--- src/rtl/fid_pkg.sv ---
// Package for the flash control and identification register bank.
// Holds the offsets, the reset values, the field positions and the access carriers.
// Assumes one 20 MHz system clock with an active-low asynchronous reset.
package fid_pkg;

  // ==========================================================================
  // Internal memory bus map, one 16-bit word per entry
  localparam int NUM_FLASH_REGS = 15;
  localparam int IDX_CONTROL_0_LOW    = 0;
  localparam int IDX_DATA_0_LOW       = 4;
  localparam int IDX_ERROR_FLAGS      = 10;
  localparam int IDX_NV_ACCESS_PROT_0 = 12;
  localparam logic [23:0] FLASH_REG_OFFSET [NUM_FLASH_REGS] = '{
    24'h080000,  // control_0_low
    24'h080002,  // control_0_high
    24'h080004,  // control_1_low
    24'h080006,  // control_1_high
    24'h080008,  // data_0_low
    24'h08000a,  // data_0_high
    24'h08000c,  // data_1_low
    24'h08000e,  // data_1_high
    24'h080010,  // target_address_low
    24'h080012,  // target_address_high
    24'h080014,  // error_flags
    24'h08dfb0,  // nv_write_protect_1
    24'h08dfb8,  // nv_access_protect_0
    24'h08dfbc,  // nv_access_protect_1_low
    24'h08dfbe   // nv_access_protect_1_high
  };
  localparam logic [15:0] RST_ZERO      = 16'h0000;
  localparam logic [15:0] RST_DATA      = 16'hffff;
  localparam logic [15:0] RST_NV_ONES   = 16'hffff;
  localparam logic [15:0] RST_NV_ACC_0  = 16'hacff;
  localparam logic [15:0] FLASH_REG_RESET [NUM_FLASH_REGS] = '{
    RST_ZERO, RST_ZERO, RST_ZERO, RST_ZERO,
    RST_DATA, RST_DATA, RST_DATA, RST_DATA,
    RST_ZERO, RST_ZERO, RST_ZERO,
    RST_NV_ONES, RST_NV_ACC_0, RST_NV_ONES, RST_NV_ONES
  };

  // ==========================================================================
  // Peripheral extension bus map
  localparam logic [15:0] OFS_VOLATILE_UNPROTECT_0 = 16'heb50;
  localparam logic [15:0] RST_VOLATILE_UNPROTECT_0 = 16'h0000;

  // ==========================================================================
  // Extended special register space, identification words
  localparam logic [15:0] OFS_PROGRAMMING_VOLTAGE_ID = 16'hf078;
  localparam logic [15:0] OFS_MEMORY_TYPE_SIZE_ID    = 16'hf07a;
  localparam logic [15:0] OFS_CHIP_REVISION_ID       = 16'hf07c;
  localparam logic [15:0] OFS_MAKER_ID               = 16'hf07e;

  // Field positions and values
  localparam int          MEM_KIND_LSB      = 12;
  localparam int          MEM_SIZE_LSB      = 0;
  localparam int          REVISION_LSB      = 0;
  localparam int          REVISION_WIDTH    = 4;
  localparam int          SUPPLY_LSB        = 0;
  localparam int          EXTRA_SUPPLY_LSB  = 8;
  localparam logic [3:0]  MEM_KIND_NONE     = 4'h0;
  localparam logic [3:0]  MEM_KIND_MASK_ROM = 4'h1;
  localparam logic [3:0]  MEM_KIND_STD      = 4'h2;
  localparam logic [3:0]  MEM_KIND_HIGH     = 4'h3;
  localparam logic [11:0] MEM_SIZE_256K     = 12'h040;
  localparam logic [7:0]  SUPPLY_5V         = 8'h40;
  localparam logic [7:0]  EXTRA_SUPPLY_NONE = 8'h00;
  localparam logic [15:0] PRE_MEMORY_TYPE_SIZE_ID    = 16'hf040;
  localparam logic [15:0] PRE_PROGRAMMING_VOLTAGE_ID = 16'h0040;
  // Strap counter value after which the synchronised pin is no longer judged
  localparam logic [1:0]  STRAP_DONE_AGE    = 2'h3;

  // ==========================================================================
  // Access carriers
  typedef struct packed {
    logic        sel;
    logic        wr;
    logic        bitOp;
    logic [23:0] addr;
    logic [15:0] wdata;
  } fid_req_t;

  typedef struct packed {
    logic        ack;
    logic        err;
    logic [15:0] rdata;
  } fid_rsp_t;

endpackage : fid_pkg

--- src/rtl/fid_flash_id_regs.sv ---
// Flash control registers, the volatile unprotection register and the identification words.
// Assumes single-cycle requests on three CPU-side access ports sharing ref_clk;
// the flash controller reports initialization done on the same clock.
`timescale 1ns/1ns

// Overview of operation
// - Flash registers answer on the memory bus; unprotection register on peripheral bus.
// - Only whole-word accesses; single-bit set or clear writes are refused.
// - Reset: data halves all ones; address, control, error, unprotection zero.
// - Reset: access protection 0 shows ACFF; other protection registers all ones.
// - Identification words sit at F078, F07A, F07C and F07E.
// - Identification words are read-only; writes leave them unchanged.
// - Identification fields hold final values only after flash initialization.
// - External-access pin high at reset means initialization already complete.
// - Memory-identification bits 15 and 14 go low once initialization completes.
// - Before completion memory word reads F040 and voltage word reads 0040.
// - Memory-size field is size in 4 KB units; 040 for 256 KB.
// - Memory-kind field encodes type; this device reports 3, high-performance flash.
// - Supply field is 20 times value over 256 volts; reads 40.
// - Extra-supply field reads 00, no separate programming supply.
// - Chip word holds revision in low bits, chip identifier in upper bits.
module fid_flash_id_regs #(
  parameter logic [11:0] CHIP_FIELD      = 12'h5a5,   // Arbitrary value
  parameter logic [3:0]  REVISION        = 4'h1,      // Arbitrary value
  parameter logic [15:0] MAKER_WORD      = 16'h0a53,  // Arbitrary value
  parameter logic [15:0] PRE_MAKER_WORD  = 16'h0a53,  // Arbitrary value
  parameter logic [15:0] PRE_CHIP_WORD   = 16'h5a51   // Arbitrary value
) (
  // Clock and reset
  input  wire logic                  ref_clk,
  input  wire logic                  rst_n,
  // Pin and flash controller status
  input  wire logic                  externalAccessPin,
  input  wire logic                  flashInitDoneIn,
  // Internal memory bus
  input  wire fid_pkg::fid_req_t     memReq,
  output      fid_pkg::fid_rsp_t     memRsp,
  // Peripheral extension bus
  input  wire fid_pkg::fid_req_t     perReq,
  output      fid_pkg::fid_rsp_t     perRsp,
  // Extended special register space
  input  wire fid_pkg::fid_req_t     sfrReq,
  output      fid_pkg::fid_rsp_t     sfrRsp,
  // Register contents towards the flash controller
  output      logic [fid_pkg::NUM_FLASH_REGS-1:0][15:0] flashRegs,
  output      logic [15:0]           volatileUnprotect0,
  output      logic                  initDone
);

  localparam int REVISION_CHECK = $bits(REVISION);

  // Elaboration checks: the decode serves at most 16 words and a 4-bit revision
  if (REVISION_CHECK != fid_pkg::REVISION_WIDTH)
  begin : g_bad_revision
    $error("Revision width mismatch");
  end

  if (fid_pkg::NUM_FLASH_REGS > 16)
  begin : g_bad_reg_count
    $error("Flash register count exceeds the index width");
  end

  // ==========================================================================
  // Initialization tracking
  logic       extSync1;
  logic       extSync2;
  logic       strapTaken;
  logic [1:0] strapAge;

  always_ff @(posedge ref_clk or negedge rst_n)
  begin
    if (!rst_n)
    begin
      extSync1 <= 1'b0;
      extSync2 <= 1'b0;
    end
    else
    begin
      extSync1 <= externalAccessPin;
      extSync2 <= extSync1;
    end
  end

  // Counts edges until the synchroniser holds the pin level seen during reset
  always_ff @(posedge ref_clk or negedge rst_n)
  begin
    if (!rst_n)
      strapAge <= 2'h0;
    else if (!strapTaken)
      strapAge <= strapAge + 2'h1;
  end

  // The strap is judged at the one edge where the synchronised pin first stands
  assign strapTaken = (strapAge == fid_pkg::STRAP_DONE_AGE);

  // Sticky: once flash is ready it stays ready until the next reset
  always_ff @(posedge ref_clk or negedge rst_n)
  begin
    if (!rst_n)
      initDone <= 1'b0;
    else if (!initDone)
      initDone <= flashInitDoneIn | (extSync2 & ~strapTaken);
  end

  // ==========================================================================
  // Internal memory bus decode and registers
  logic                   memHit;
  logic [3:0]             memIdx;
  logic                   memWrOk;

  always_comb
  begin
    memHit = 1'b0;
    memIdx = 4'h0;
    for (int i = 0; i < fid_pkg::NUM_FLASH_REGS; i++)
    begin
      if (memReq.addr == fid_pkg::FLASH_REG_OFFSET[i])
      begin
        memHit = 1'b1;
        memIdx = 4'(i);
      end
    end
  end

  assign memWrOk = memReq.sel & memReq.wr & memHit & ~memReq.bitOp;

  generate
    for (genvar g = 0; g < fid_pkg::NUM_FLASH_REGS; g++)
    begin : g_flash_reg
      always_ff @(posedge ref_clk or negedge rst_n)
      begin
        if (!rst_n)
          flashRegs[g] <= fid_pkg::FLASH_REG_RESET[g];
        else if (memWrOk && memIdx == 4'(g))
          flashRegs[g] <= memReq.wdata;
      end
    end
  endgenerate

  always_ff @(posedge ref_clk or negedge rst_n)
  begin
    if (!rst_n)
      memRsp <= '0;
    else
    begin
      memRsp.ack   <= memReq.sel;
      memRsp.err   <= memReq.sel & (~memHit | (memReq.wr & memReq.bitOp));
      memRsp.rdata <= (memReq.sel && !memReq.wr && memHit) ? flashRegs[memIdx] : 16'h0000;
    end
  end

  // ==========================================================================
  // Peripheral extension bus
  logic perHit;

  assign perHit = (perReq.addr[15:0] == fid_pkg::OFS_VOLATILE_UNPROTECT_0)
                  && (perReq.addr[23:16] == 8'h00);

  always_ff @(posedge ref_clk or negedge rst_n)
  begin
    if (!rst_n)
      volatileUnprotect0 <= fid_pkg::RST_VOLATILE_UNPROTECT_0;
    else if (perReq.sel && perReq.wr && perHit && !perReq.bitOp)
      volatileUnprotect0 <= perReq.wdata;
  end

  always_ff @(posedge ref_clk or negedge rst_n)
  begin
    if (!rst_n)
      perRsp <= '0;
    else
    begin
      perRsp.ack   <= perReq.sel;
      perRsp.err   <= perReq.sel & (~perHit | (perReq.wr & perReq.bitOp));
      perRsp.rdata <= (perReq.sel && !perReq.wr && perHit) ? volatileUnprotect0 : 16'h0000;
    end
  end

  // ==========================================================================
  // Identification words
  logic [15:0] finalMemWord;
  logic [15:0] finalVoltWord;
  logic [15:0] finalChipWord;
  logic [15:0] idWord;
  logic        idHit;

  assign finalMemWord  = {fid_pkg::MEM_KIND_HIGH, fid_pkg::MEM_SIZE_256K};
  assign finalVoltWord = {fid_pkg::EXTRA_SUPPLY_NONE, fid_pkg::SUPPLY_5V};
  assign finalChipWord = {CHIP_FIELD, REVISION};

  always_comb
  begin
    idHit  = sfrReq.addr[23:16] == 8'h00;
    idWord = 16'h0000;
    case (sfrReq.addr[15:0])
      fid_pkg::OFS_PROGRAMMING_VOLTAGE_ID:
        idWord = initDone ? finalVoltWord : fid_pkg::PRE_PROGRAMMING_VOLTAGE_ID;
      fid_pkg::OFS_MEMORY_TYPE_SIZE_ID:
        idWord = initDone ? finalMemWord : fid_pkg::PRE_MEMORY_TYPE_SIZE_ID;
      fid_pkg::OFS_CHIP_REVISION_ID:
        idWord = initDone ? finalChipWord : PRE_CHIP_WORD;
      fid_pkg::OFS_MAKER_ID:
        idWord = initDone ? MAKER_WORD : PRE_MAKER_WORD;
      default:
        idHit = 1'b0;
    endcase
  end

  // Writes are answered with an error and change nothing
  always_ff @(posedge ref_clk or negedge rst_n)
  begin
    if (!rst_n)
      sfrRsp <= '0;
    else
    begin
      sfrRsp.ack   <= sfrReq.sel;
      sfrRsp.err   <= sfrReq.sel & (~idHit | sfrReq.wr);
      sfrRsp.rdata <= (sfrReq.sel && !sfrReq.wr && idHit) ? idWord : 16'h0000;
    end
  end

  // ==========================================================================
  // Checks
  logic afterReset;

  always_ff @(posedge ref_clk or negedge rst_n)
  begin
    if (!rst_n)
      afterReset <= 1'b0;
    else
      afterReset <= 1'b1;
  end
endmodule : fid_flash_id_regs

--- config.mk ---
export PLATFORM = sky130hd
export DESIGN_NAME = fid_flash_id_regs
export DESIGN_NICKNAME = d
export VERILOG_FILES = /design/src/rtl/fid_pkg.sv /design/src/rtl/fid_flash_id_regs.sv
export SDC_FILE = /design/constraint.sdc
export NUM_CORES = 1
export LEC_CHECK = 0
export BUFFER_PORTS_ARGS = -buffer_cell sky130_fd_sc_hd__buf_2
export CORE_ASPECT_RATIO = 1.25
export CORE_UTILIZATION = 46
export DETAILED_ROUTE_END_ITERATION = 10
export PLACE_DENSITY = 0.72
export SLEW_MARGIN = 20
export SYNTH_ARGS = -nofsm -noshare
export SYNTH_HDL_FRONTEND = slang
export SYNTH_SLANG_ARGS = --single-unit
--- constraint.sdc ---
create_clock -name ref_clk -period 3.24 [get_ports ref_clk]
set_clock_uncertainty 0.2 [all_clocks]
set_input_delay 0.162 -clock ref_clk [delete_from_list [all_inputs] [get_ports ref_clk]]
set_output_delay 0.162 -clock ref_clk [all_outputs]
set_load 0.01 [all_outputs]
* Word-level counts from Yosys, hierarchy flattened
Index checks and enable logic that the tools add are counted.
** Operators by class
- Reduce and logical (&&, ||, !) cells :: 33
- Muxes and demuxes :: 38
- $add $sub $neg :: 1
- $lt $le $gt $ge :: 1
- Bitwise logic cells :: 18
- Equality and inequality tests :: 35
** Operators with widths (number)
- equality test 24 x 20 -> 1 bit, second input constant :: 15
- equality test 16 bit, second input constant :: 5
- 2-to-1 mux 16 bit :: 5
- binary-select mux 16 bit (select 4 bit) :: 1
- one-hot mux 16 bit (4 select lines) :: 1
- equality test 4 bit, second input constant :: 7
- 2-to-1 mux 4 bit :: 7
- logical AND 1 bit :: 25
- 2-to-1 mux 1 bit :: 18
- equality test 4 x 3 -> 1 bit, second input constant :: 4
- zero test 8 bit :: 2
- 2-to-1 mux 3 bit :: 4
- AND 1 bit :: 9
- equality test 4 x 2 -> 1 bit, second input constant :: 2
- less-than comparator 4 x 5 -> 1 bit, second input constant :: 1
- inverter 1 bit :: 5
- equality test 4 x 1 -> 1 bit, second input constant :: 1
- zero test 1 bit :: 4
- zero test 4 bit :: 1
- 2-to-1 mux 2 bit :: 2
- OR 1 bit :: 4
- OR reduction 4 bit :: 1
- adder 2 x 1 -> 2 bit, second input constant :: 1
- equality test 2 bit, second input constant :: 1
** Storage, ports and cells
- Flip-flop bits (word level) :: 315
- Output and inout bits :: 311
- Input bits :: 133

* Logic depth before layout (Yosys ltp)
Gate-level depths: netlist of run 1.
- Depth in word-level cells :: 19
- Depth in mapped cells :: 12

* Least setup slack after synthesis of run 1
Ideal clock, no wire load.
- Kind :: in2reg
- Start :: input port memReq[33] (netlist bit)
- End :: register flashRegs[213] (netlist bit)
- Setup slack :: -0.138 ns
- Stages :: 11
- Buffers on the path :: 4
- Required time :: 2.955 ns
- Arrival :: 3.093 ns
- Path through :: or4b_1 or4_1 buf_2 or2_1 buf_2 o32a_1 buf_2 nand2b_4 nor3_4 buf_6 mux2_1
** On the way
- Longest elaborated chain between the ends :: 19
** RTL lines
- from (decl) :: RTL line fid_flash_id_regs.sv:36 : input wire fid_pkg::fid_req_t memReq,
- equality test 24 x 20 -> 1 bit :: RTL line fid_flash_id_regs.sv:117 : if (memReq.addr == fid_pkg::FLASH_REG_OFFSET[i])
- 2-to-1 mux 1 bit (15 in a row) :: RTL line fid_flash_id_regs.sv:117
- AND 1 bit (2 in a row) :: RTL line fid_flash_id_regs.sv:125 : assign memWrOk = memReq.sel & memReq.wr & memHit & ~memReq.bitOp;
- logical AND 1 bit (*) :: RTL line fid_flash_id_regs.sv:134 : else if (memWrOk && memIdx == 4'(g))
- to (signal, indexed assignment) :: RTL line fid_flash_id_regs.sv:133 : flashRegs[g] <= fid_pkg::FLASH_REG_RESET[g];
- to (signal, indexed assignment) :: RTL line fid_flash_id_regs.sv:135 : flashRegs[g] <= memReq.wdata;
- to (decl) :: RTL line fid_flash_id_regs.sv:45 : output logic [fid_pkg::NUM_FLASH_REGS-1:0][15:0] flashRegs,
Every way passes the cells marked *; elsewhere a longest branch is shown, timed or not.
A chain may end at the register's enable or synchronous reset.

* Worst setup path in the final report of run 1
- Start :: input port memReq[34] (netlist bit)
- End :: register memRsp[15] (netlist bit)
** On the way
- Longest elaborated chain between the ends :: 18
** RTL lines
- equality test 24 x 20 -> 1 bit :: RTL line fid_flash_id_regs.sv:117
- 2-to-1 mux 1 bit :: RTL line fid_flash_id_regs.sv:117
- 2-to-1 mux 2 bit / 2-to-1 mux 1 bit (equally long branches) (2 in a row) :: RTL line fid_flash_id_regs.sv:117
- 2-to-1 mux 3 bit / 2-to-1 mux 1 bit (equally long branches) (4 in a row) :: RTL line fid_flash_id_regs.sv:117
- 2-to-1 mux 4 bit / 2-to-1 mux 1 bit (equally long branches) (7 in a row) :: RTL line fid_flash_id_regs.sv:117
- binary-select mux 16 bit (select 4 bit) / 2-to-1 mux 1 bit (equally long branches) :: RTL line fid_flash_id_regs.sv:148, fid_flash_id_regs.sv:117
- 2-to-1 mux 16 bit (not written as such) / logical AND 1 bit (equally long branches) :: RTL line fid_flash_id_regs.sv:148 : memRsp.rdata <= (memReq.sel && !memReq.wr && memHit) ? flashRegs[memIdx] : 16'h0000;
- 2-to-1 mux 16 bit (*) :: RTL line fid_flash_id_regs.sv:148
- to (decl) :: RTL line fid_flash_id_regs.sv:37 : output fid_pkg::fid_rsp_t memRsp,
Every way passes the cells marked *; elsewhere a longest branch is shown, timed or not. The select of a mux whose other input is x is not followed.

==> results of run 1 <==
per-stage QoR:
| stage | setup slack, ns | hold slack [ns] | util (%) |
|---|---|---|---|
| 2_1_floorplan | -0.124 | -0.334 | - |
| 3_3_place_gp | -0.415 | 0.0129 | 58.3 |
| 3_5_place_dp | -0.310 | 0.0164 | 58.3 |
| 4_1_cts | 0.239 | 0.000615 | 63.7 |
| 5_1_grt | 0.0203 | 0.0305 | 63.7 |
| 6_report | 0.252 | -0.0155 | 63.7 |
cells by family after synthesis:
| kind of cell | count (synthesis) | share of synthesized area [%] |
|---|---|---|
| buffers and inverters | 94 | 3.16 |
| AND/OR/NAND/NOR | 258 | 9.96 |
| AO/OA/AOI/OAI | 104 | 6.05 |
| flip-flops | 306 | 55.4 |
| multiplexers | 323 | 25.2 |
| XOR/XNOR | 2 | 0.124 |
| adder cells (fa/ha/maj) | 1 | 0.0887 |
| other | 1 | 0.0266 |
worst max-delay path: stages:
cell and delay [ns]:
buf_2 0.11, or4b_1 0.53, or4_1 0.59, buf_4 0.19
a2111oi_0 0.31, buf_4 0.19, a31oi_4 0.07, buf_4 0.28
mux2i_1 0.14, a22o_1 0.24, a2111oi_0 0.38
report_power, final:
group | internal, W | switching, W
Clock | 0.00187 | 0.00150
Combinational | 0.000123 | 0.000203
Sequential | 0.00383 | 0.00000120
area by class of cell:
cell class,instances,area [sq um],area share [%]
clock buffer,47,845,4.40
clock inverter,8,82.6,0.430
inverter,13,48.8,0.254
multi-input combinational,694,6000,31.3
sequential,306,7810,40.7
tap,401,502,2.61
timing repair buffer,602,3910,20.3
flip-flops by register name (all words and copies together), names as in the netlist:
register            flops
initDone                1
volatileUnprotect0     16
memRsp                 18
strapAge                2
perRsp                 18
extSync2                1
sfrRsp                  9
extSync1                1
flashRegs             240
worst min-delay path by stage:
stage	slack [ns]	to
5_1_grt	0.03	flashRegs[33]
3_5_place_dp	0.02	flashRegs[0]
6_report	-0.02	flashRegs[33]
3_3_place_gp	0.01	flashRegs[0]
2_1_floorplan	-0.33	extSync1
4_1_cts	0.0006	flashRegs[15]
cell usage in the layout (no fill, tap or decap), types with 19 or more instances in the layout:
cell	count
and2_1	19
dfrtp_1	182
nand2_1	101
buf_2	419
dfstp_2	124
mux2i_1	61
nor2_1	23
buf_12	20
dlygate4sd3_1	71
clkbuf_16	30
buf_4	91
mux2_2	251
metal layers:
metal | vias up | part of all wire (%) | track usage (%)
met2 | 524 | 51 | 55.8
met1 | 5916 | 38 | 37.5
li1 | 5096 | - | -
met3 | 114 | 6.7 | 6.02
met5 | - | 0 | 0
met4 | 0 | 4.5 | 14.2
timing repair:
| action | in CTS | in global routing |
|---|---|---|
| setup endpoints to repair | 0 | 5 |
| gates resized for setup | 0 | 1 |
| hold buffers | 71 | 0 |
| hold endpoints to repair | 504 | 0 |
==> flow_metrics.env, run 1 <==
export IMPL_detail_route_iter0_violations=607
export IMPL_die_h_um=198
export IMPL_leakagePower_nw=9.89
export IMPL_netlist_instances=1089
export IMPL_fin_area_sq_um=19200
export IMPL_worstSetupPathType="in2reg"
export IMPL_seq_area_frac_synth_pct=55.4
export IMPL_post_dp_cell_area_sq_um=17600
export IMPL_syn_area_sq_um=14100
export IMPL_rows=71
export IMPL_r2r_start="flashRegs[114]"
export IMPL_start_util_pct=46.9
export IMPL_arrival_ns=3.21
export IMPL_finalSetupViolCount=0
export IMPL_ys_async_sr_fraction_pct=100
export IMPL_wl_per_cell_um=24.0
export IMPL_whs_ns=-0.0155
export IMPL_synth_top_area_share_pct=32.3
export IMPL_hpwl_mm=35.7
export IMPL_dr_pass1_iters=5
export IMPL_grt_pass1_vias=11900
export IMPL_pin_count=444
export IMPL_synth_common_cells="mux2_2, dfrtp_1, dfstp_2"
export IMPL_area_delta_synth_final_pct=36.0
export IMPL_peakVddDrop_v=0.000381
export IMPL_yosysMostFrequentCell="mux2_2"
export IMPL_dieWidth_um=159
export IMPL_worstReg2RegEnd="memRsp[2]"
export IMPL_io_buffers=420
export IMPL_vias=11700
export IMPL_violations="negative hold slack"
export IMPL_final_min_clock_period_ns=2.99
export IMPL_drc=0
export IMPL_place_congestion=0.942
export IMPL_post_cts_setup_buffers=0
export IMPL_hp_class="in2async"
export IMPL_fillCellCount=2414
export IMPL_crit_start="memReq[34]"
export IMPL_fp_coreArea_sq_um=30100
export IMPL_cts_buffers=30
export IMPL_insertedDiodeCount=0
export IMPL_finalCritPeriodShare_pct=92.2
export IMPL_power_density_nw_per_um2=392
export IMPL_endpoint="memRsp[15]"
export IMPL_cts_buffer_depth=3
export IMPL_path_max_fanout=13
export IMPL_nNetsFinal=1781
export IMPL_total_power_w=0.00753
export IMPL_groute_usage_overall_pct=31.8
export IMPL_ys_top_cells_by_area="dfrtp_1, dfstp_2, mux2_2, mux2i_1, nand2_1"
export IMPL_rsz0062_at_grt="no"
export IMPL_synth_area_leader_cell="dfrtp_1"
export IMPL_postRouteAntennaNets=0
export IMPL_ys_warn_count=0
export IMPL_synth_cell_types=72
export IMPL_clock_latency_ns=0.57
export IMPL_grt_ovfl_total=0
export IMPL_vias_per_cell=5.63
export IMPL_cts_root_buf="clkbuf_16"
export IMPL_drive_gt1_share_pct=59.1
export IMPL_grt_pass1_wl_mm=73.1
export IMPL_slew_headroom_pct=26.8
export IMPL_worstPathRequired_ns=3.46
export IMPL_grt_max_degree=81
export IMPL_fmax_ghz=0.335
export IMPL_r2r_cells=5
export IMPL_htreeDepth=1
export IMPL_rrSetupSlack_ns=1.46
export IMPL_drt_total_wl_mm=49.7
export IMPL_outcome="complete, but fails checks"
export IMPL_synth_edff_count=0
export IMPL_place_inst=1945
export IMPL_fin_cells=2071
export IMPL_dieArea_sq_um=31400
export IMPL_tightest_slew_ns=1.10
export IMPL_avgSynthCellArea_sq_um=13.0
export IMPL_ys_flop_type="dfrtp_1"
export IMPL_slew_viol_final=0
export IMPL_cap_violations=0
export IMPL_clkTransAtPathRegs_ns=0.07
export IMPL_cts_sinks=306
export IMPL_antenna_found_initial=0
export IMPL_cts_tree="done"
export IMPL_worstSetupEndpointType="flop"
export IMPL_cp_start_kind="input port"
export IMPL_hold_viol=5
export IMPL_synth_seq_cells=306
export IMPL_tns_ns=0
Note: power is estimated with default switching activity, not from simulation.
==> inputs of run 2 (changes only) <==
--- a/config.mk
+++ b/config.mk
@@ -10,6 +10,7 @@
 export CORE_UTILIZATION = 46
 export DETAILED_ROUTE_END_ITERATION = 10
 export PLACE_DENSITY = 0.72
+export RECOVER_POWER = 100
 export SLEW_MARGIN = 20
 export SYNTH_ARGS = -nofsm -noshare
 export SYNTH_HDL_FRONTEND = slang
==> run 2 against run 1 <==
The flow finishes with violations (max-capacitance violations, max-slew violations); routed wire length up 0.37%; largest cell class unchanged; critical endpoint is now flashRegs[239]; utilization down 2.2 points; first-iteration DRC count up 17%; via count up 0.52%; register-to-register slack worse by 0.21 ns.
==> flow_metrics.env, run 2 (synthesis results as in run 1) <==
export IMPL_outcome="complete, but fails checks"
export IMPL_violations="max-capacitance violations, max-slew violations"
export IMPL_leakagePower_nw=8.66
export IMPL_drt_total_wl_mm=49.8
export IMPL_slew_headroom_pct=-44.8
export IMPL_wl_per_cell_um=24.1
export IMPL_die_h_um=198
export IMPL_tightest_slew_ns=2.17
export IMPL_worstPathRequired_ns=3.54
export IMPL_detail_route_iter0_violations=713
export IMPL_drive_gt1_share_pct=38.4
export IMPL_groute_usage_overall_pct=31.8
export IMPL_hold_viol=0
export IMPL_cp_start_kind="input port"
export IMPL_arrival_ns=3.48
export IMPL_most_common_layout_cells="clkbuf_1, mux2_2, dfrtp_1, buf_2, nand2_1"
export IMPL_top_regs="flashRegs (240), memRsp (18), perRsp (18)"
export IMPL_largest_register_ffs=240
export IMPL_fillCellCount=2617
export IMPL_power_density_nw_per_um2=406
export IMPL_clkTransAtPathRegs_ns=0.06
export IMPL_worstSetupPathType="in2reg"
export IMPL_finalCritPeriodShare_pct=98.2
export IMPL_crit_slowest_cell="or4_1"
export IMPL_rows=71
export IMPL_cts_tree="done"
export IMPL_place_inst=1945
export IMPL_clock_latency_ns=0.57
export IMPL_grt_ovfl_total=0
export IMPL_fp_coreArea_sq_um=30100
export IMPL_cts_buffer_depth=3
export IMPL_final_min_clock_period_ns=3.18
export IMPL_slew_viol_final=78
export IMPL_pin_count=444
export IMPL_hp_class="in2reg"
export IMPL_worstSetupEndpointType="flop"
export IMPL_tns_ns=0
export IMPL_fmax_ghz=0.314
export IMPL_post_dp_cell_area_sq_um=17600
export IMPL_largest_register="flashRegs"
export IMPL_dieArea_sq_um=31400
export IMPL_fin_area_sq_um=18500
export IMPL_finalSetupViolCount=0
export IMPL_crit_chain="buf_2, or4b_1, or4_1, or2_0, o211ai_1, buf_4, and3b_1, buf_2, mux2_2"
export IMPL_io_buffers=420
export IMPL_fin_cells=2071
export IMPL_grt_max_degree=81
export IMPL_insertedDiodeCount=0
export IMPL_cts_sinks=306
export IMPL_cap_violations=1
export IMPL_dr_pass1_iters=5
export IMPL_peakVddDrop_v=0.000358
export IMPL_place_congestion=0.942
export IMPL_path_max_fanout=13
export IMPL_htreeDepth=1
export IMPL_final_core_util_pct=61.6
export IMPL_dpl_worst_slack_ns=-0.310
export IMPL_final_common_cell="clkbuf_1"
export IMPL_area_delta_synth_final_pct=31.4
export IMPL_grt_pass1_vias=11900
export IMPL_setup_slack_ns=0.0595
export IMPL_vias=11700
export IMPL_drc=0
export IMPL_rsz0062_at_grt="no"
export IMPL_grt_pass1_wl_mm=73.1
export IMPL_cts_buffers=30
export IMPL_cts_root_buf="clkbuf_16"
export IMPL_hpwl_mm=35.7
export IMPL_postRouteAntennaNets=0
export IMPL_dieWidth_um=159
export IMPL_cp_common_cell="buf_2"
export IMPL_antenna_found_initial=0
export IMPL_vias_per_cell=5.65
export IMPL_max_stage_delay_ns=0.58
export IMPL_start_util_pct=46.9
export IMPL_nNetsFinal=1781
==> run 2: cell count changes in the layout (fill, tap and decap cells not counted), sizes merged <==
cell / delta
buf: -288
clkbuf: +288
==> run 2: through the flow <==
| stage | hold slack (ns) | total power, W |
|---|---|---|
| after floorplan | -0.334 | 0.00397 |
| after global placement | 0.0129 | 0.00418 |
| after detailed placement | 0.0164 | 0.00418 |
| after CTS | 0.000615 | 0.00760 |
| after global routing | 0.0477 | 0.00775 |
| final | 0.0494 | 0.00752 |
==> run 2: final cells by class <==
type / count / area [sq um] / area share (%)
Sequential cell: 306 / 7810 / 42.1
Multi-Input combinational cell: 694 / 5890 / 31.8
Timing Repair Buffer: 602 / 3350 / 18.1
Clock buffer: 47 / 845 / 4.56
Tap cell: 401 / 502 / 2.71
Clock inverter: 8 / 82.6 / 0.445
Inverter: 13 / 48.8 / 0.263
==> run 2: per-layer routing <==
| metal | vias up | routed length, um | GRT usage [%] |
|---|---|---|---|
| li1 | 5087 | - | - |
| met2 | 550 | 25200 | 55.8 |
| met4 | 0 | 2400 | 14.2 |
| met5 | - | 0 | 0 |
| met3 | 123 | 3600 | 6.02 |
| met1 | 5951 | 18600 | 37.5 |
==> run 2: power breakdown <==
group          switching (W)  internal, W  total [W]
logic               0.000202     0.000119   0.000321
registers         0.00000131      0.00383    0.00383
clock network        0.00150      0.00187    0.00337
==> run 2: path summary, 6_finish.rpt <==
kind | startpoint | to | slack [ns] | cells past startpoint
worst max register to register | flashRegs[114] | memRsp[2] | 1.25 | 5
worst min-delay path | externalAccessPin | extSync1 | 0.05 | 2
worst max-delay path | memReq[32] | flashRegs[239] | 0.06 | 9
max in group asynchronous | rst_n | flashRegs[138] | 0.42 | 3
worst min register to register | extSync1 | extSync2 | 0.15 | 0
min in group asynchronous | rst_n | flashRegs[36] | 0.57 | 2
==> run 2: critical path: cells and delay by family <==
family	cells	cell delay [ns]
mux	1	0.38
compound gates	1	0.38
simple gates	4	1.74
buf+inv	3	0.81
==> run 2: timing repair <==
| action | CTS | global route |
|---|---|---|
| endpoints found under the hold margin | 504 | 0 |
| endpoints found under the setup margin | 0 | 5 |
| resized for setup | 0 | 1 |
| buffers inserted | 0 | 0 |
| hold buffers | 71 | 0 |
==> inputs of run 3 (changes only) <==
--- a/config.mk
+++ b/config.mk
@@ -5,11 +5,12 @@
 export SDC_FILE = /design/constraint.sdc
 export NUM_CORES = 1
 export LEC_CHECK = 0
+export ABC_AREA = 1
 export BUFFER_PORTS_ARGS = -buffer_cell sky130_fd_sc_hd__buf_2
 export CORE_ASPECT_RATIO = 1.25
 export CORE_UTILIZATION = 46
 export DETAILED_ROUTE_END_ITERATION = 10
-export PLACE_DENSITY = 0.72
+export PLACE_DENSITY = 0.71
 export RECOVER_POWER = 100
 export SLEW_MARGIN = 20
 export SYNTH_ARGS = -nofsm -noshare
==> run 3 against run 2 <==
The run now ends clean; combinational power is 1% higher; area after synthesis is 5.3% higher; sequential power hardly changed; design area is 1.5% higher; sequential share of layout area is 0.64 points lower; critical path depth is 7 higher; routed wire length is 8.8% higher; global-route usage is 1.0 points higher; critical endpoint is now flashRegs[209].
==> flow_metrics.env, run 3 <==
export IMPL_syn_area_sq_um=14900
export IMPL_dr_pass1_iters=5
export IMPL_dieWidth_um=163
export IMPL_drive_gt1_share_pct=16.0
export IMPL_clock_latency_ns=0.60
export IMPL_holdPathStages=2
export IMPL_peakVddDrop_v=0.000376
export IMPL_synth_common_cells="nand2_1, inv_1, dfrtp_1"
export IMPL_rrSetupSlack_ns=1.72
export IMPL_tightest_slew_ns=1.43
export IMPL_wl_per_cell_um=19.6
export IMPL_clockPowerShare_pct=47.0
export IMPL_path_max_fanout=18
export IMPL_synth_area_leader_cell="dfrtp_1"
export IMPL_final_common_cell="nand2_1"
export IMPL_finalCritPeriodShare_pct=89.2
export IMPL_multi_input_area_sq_um=5510
export IMPL_worstSetupPathType="in2reg"
export IMPL_regArea_sq_um=7810
export IMPL_place_congestion=0.919
export IMPL_vias=14700
export IMPL_fillCellCount=3015
export IMPL_final_core_util_pct=59.2
export IMPL_cts_sinks=306
export IMPL_synth_edff_count=0
export IMPL_power_share_combinational_pct=4.1
export IMPL_largest_register_ffs=240
export IMPL_synth_cell_types=38
export IMPL_ys_async_sr_fraction_pct=100
export IMPL_cts_root_buf="clkbuf_16"
export IMPL_groute_usage_overall_pct=32.9
export IMPL_crit_start="memReq[17]"
export IMPL_fin_area_sq_um=18800
export IMPL_p_switching_w=0.00179
export IMPL_grt_pass1_wl_mm=82.2
export IMPL_swShare_pct=22.8
export IMPL_ys_flop_type="dfrtp_1"
export IMPL_postRouteAntennaNets=0
export IMPL_p_seq_share_pct=48.8
export IMPL_htreeDepth=1
export IMPL_most_common_layout_cells="nand2_1, clkbuf_1, inv_1, o21ai_0, dfrtp_1"
export IMPL_synth_seq_cells=306
export IMPL_seq_area_frac_synth_pct=52.6
export IMPL_drc=0
export IMPL_rows=73
export IMPL_top_regs="flashRegs (240), memRsp (18), perRsp (18)"
export IMPL_final_min_clock_period_ns=2.89
export IMPL_tns_ns=0
export IMPL_die_h_um=203
export IMPL_fmax_ghz=0.346
export IMPL_ys_warn_count=0
export IMPL_nNetsFinal=2467
export IMPL_hold_viol=0
export IMPL_avgSynthCellArea_sq_um=7.91
export IMPL_outcome="finished clean"
export IMPL_fp_coreArea_sq_um=31800
export IMPL_pin_count=444
export IMPL_r2r_start="flashRegs[224]"
export IMPL_netlist_instances=1877
export IMPL_min_from="externalAccessPin"
export IMPL_cts_buffers=31
export IMPL_hp_class="in2reg"
export IMPL_synth_top_area_share_pct=30.7
export IMPL_yosysMostFrequentCell="nand2_1"
export IMPL_cts_tree="done"
export IMPL_arrival_ns=3.19
export IMPL_cts_buffer_depth=3
export IMPL_grt_ovfl_total=0
export IMPL_insertedDiodeCount=0
export IMPL_drt_total_wl_mm=54.2
export IMPL_slew_viol_final=0
export IMPL_ys_top_cells_by_area="dfrtp_1, dfstp_2, nand2_1, inv_1, nand3_1"
export IMPL_grt_max_degree=76
export IMPL_rsz0062_at_grt="no"
export IMPL_finalSetupViolCount=0
export IMPL_slew_headroom_pct=4.56
export IMPL_area_delta_synth_final_pct=26.7
export IMPL_start_util_pct=46.7
export IMPL_cp_start_kind="input port"
export IMPL_antenna_found_initial=0
export IMPL_worstSetupEndpointType="flop"
export IMPL_r2r_cells=6
export IMPL_grt_pass1_vias=14700
export IMPL_worstReg2RegEnd="memRsp[0]"
export IMPL_largest_register="flashRegs"
export IMPL_hpwl_mm=39.1
export IMPL_io_buffers=420
export IMPL_worstPathRequired_ns=3.54
export IMPL_post_dp_cell_area_sq_um=17700
export IMPL_power_density_nw_per_um2=417
export IMPL_cts_resized=0
export IMPL_hold_end="extSync1"
export IMPL_p_int_w=0.00606
export IMPL_detail_route_iter0_violations=1583
export IMPL_leakagePower_nw=9.21
export IMPL_clkTransAtPathRegs_ns=0.06
export IMPL_vias_per_cell=5.32
export IMPL_dieArea_sq_um=33000
export IMPL_cap_violations=0
## run 3: cell count changes after synthesis, sizes merged, moves of 20 or more
cell and change:
o21ai +255, buf +20, nor2 +82, mux2 -245
inv +263, mux2i -61, nand3 +143, nand2 +414
nand4 +53
## run 3: cells by family (layout without fill, tap and decap cells)
family,Yosys count,after routing,synth area share (%)
and+or+nand+nor,871,871,25.2
buffers and inverters,394,870,10.6
DFF,306,306,52.6
AOI/OAI and AO/OA,286,286,10.2
muxes,17,17,1.29
adders and majority gates,1,1,0.0842
other,1,6,0.0252
xor gates and xnor gates,1,1,0.0590
## run 3: cell type report
| type | instances | area share [%] |
|---|---|---|
| Clock buffer | 48 | 4.89 |
| Multi-Input combinational cell | 1182 | 29.2 |
| Tap cell | 412 | 2.74 |
| Sequential cell | 306 | 41.5 |
| Timing Repair Buffer | 536 | 15.5 |
| Inverter | 276 | 5.50 |
| Clock inverter | 10 | 0.638 |
## run 3: metrics by stage
step / hold WS (ns) / cells / total power (W) / worst slack, ns
final: 0.0722 / 2770 / 0.00785 / 0.348
after global routing: 0.0509 / 2770 / 0.00808 / 0.105
after CTS: 0.0114 / 2770 / 0.00792 / 0.505
after detailed placement: 0.00794 / 2655 / 0.00419 / 0.0578
after global placement: 0.00524 / 2655 / 0.00418 / 0.0634
after floorplan: -0.334 / 1882 / 0.00397 / 0.960
## run 3: power groups by stage
stage / clock network, W / registers [W] / logic, W
global route: 0.00389 / 0.00383 / 0.000357
global placement: 0 / 0.00390 / 0.000280
floorplan: 0 / 0.00390 / 0.0000652
finish: 0.00369 / 0.00383 / 0.000325
detailed placement: 0 / 0.00390 / 0.000286
CTS: 0.00375 / 0.00383 / 0.000335
## run 3: critical path, cell delays in order
cell,delay (ns)
clkbuf_1,0.10
inv_1,0.08
nor2_1,0.09
nand2_1,0.09
clkbuf_1,0.20
inv_1,0.10
o21ai_0,0.37
o21ai_2,0.16
nor3_4,0.75
nand2_4,0.14
nand4_1,0.19
clkbuf_2,0.35
nor2_2,0.05
buf_4,0.20
nand2_1,0.07
nand2_1,0.06
## run 3: worst max path at each step
stage,to,slack (ns),depth (start not counted)
3_5_place_dp,memRsp[0],0.06,16
2_1_floorplan,flashRegs[213],0.96,14
3_3_place_gp,memRsp[0],0.06,16
4_1_cts,sfrRsp[14],0.50,13
6_report,flashRegs[209],0.35,16
5_1_grt,flashRegs[3],0.11,14
## run 3: timing repair
item / in CTS / in global routing
buffers inserted: 0 / 0
endpoints found under the hold margin: 514 / 0
hold buffers: 57 / 0
## run 3: layer usage
metal	wire length, um	track usage (%)	share of wire (%)	vias to the layer above
met3	4790	6.35	8.8	145
li1	-	-	-	6851
met5	0	0	0	-
met4	3300	18.7	6.1	0
met2	25700	54.7	47	778
met1	20500	39.7	38	6971
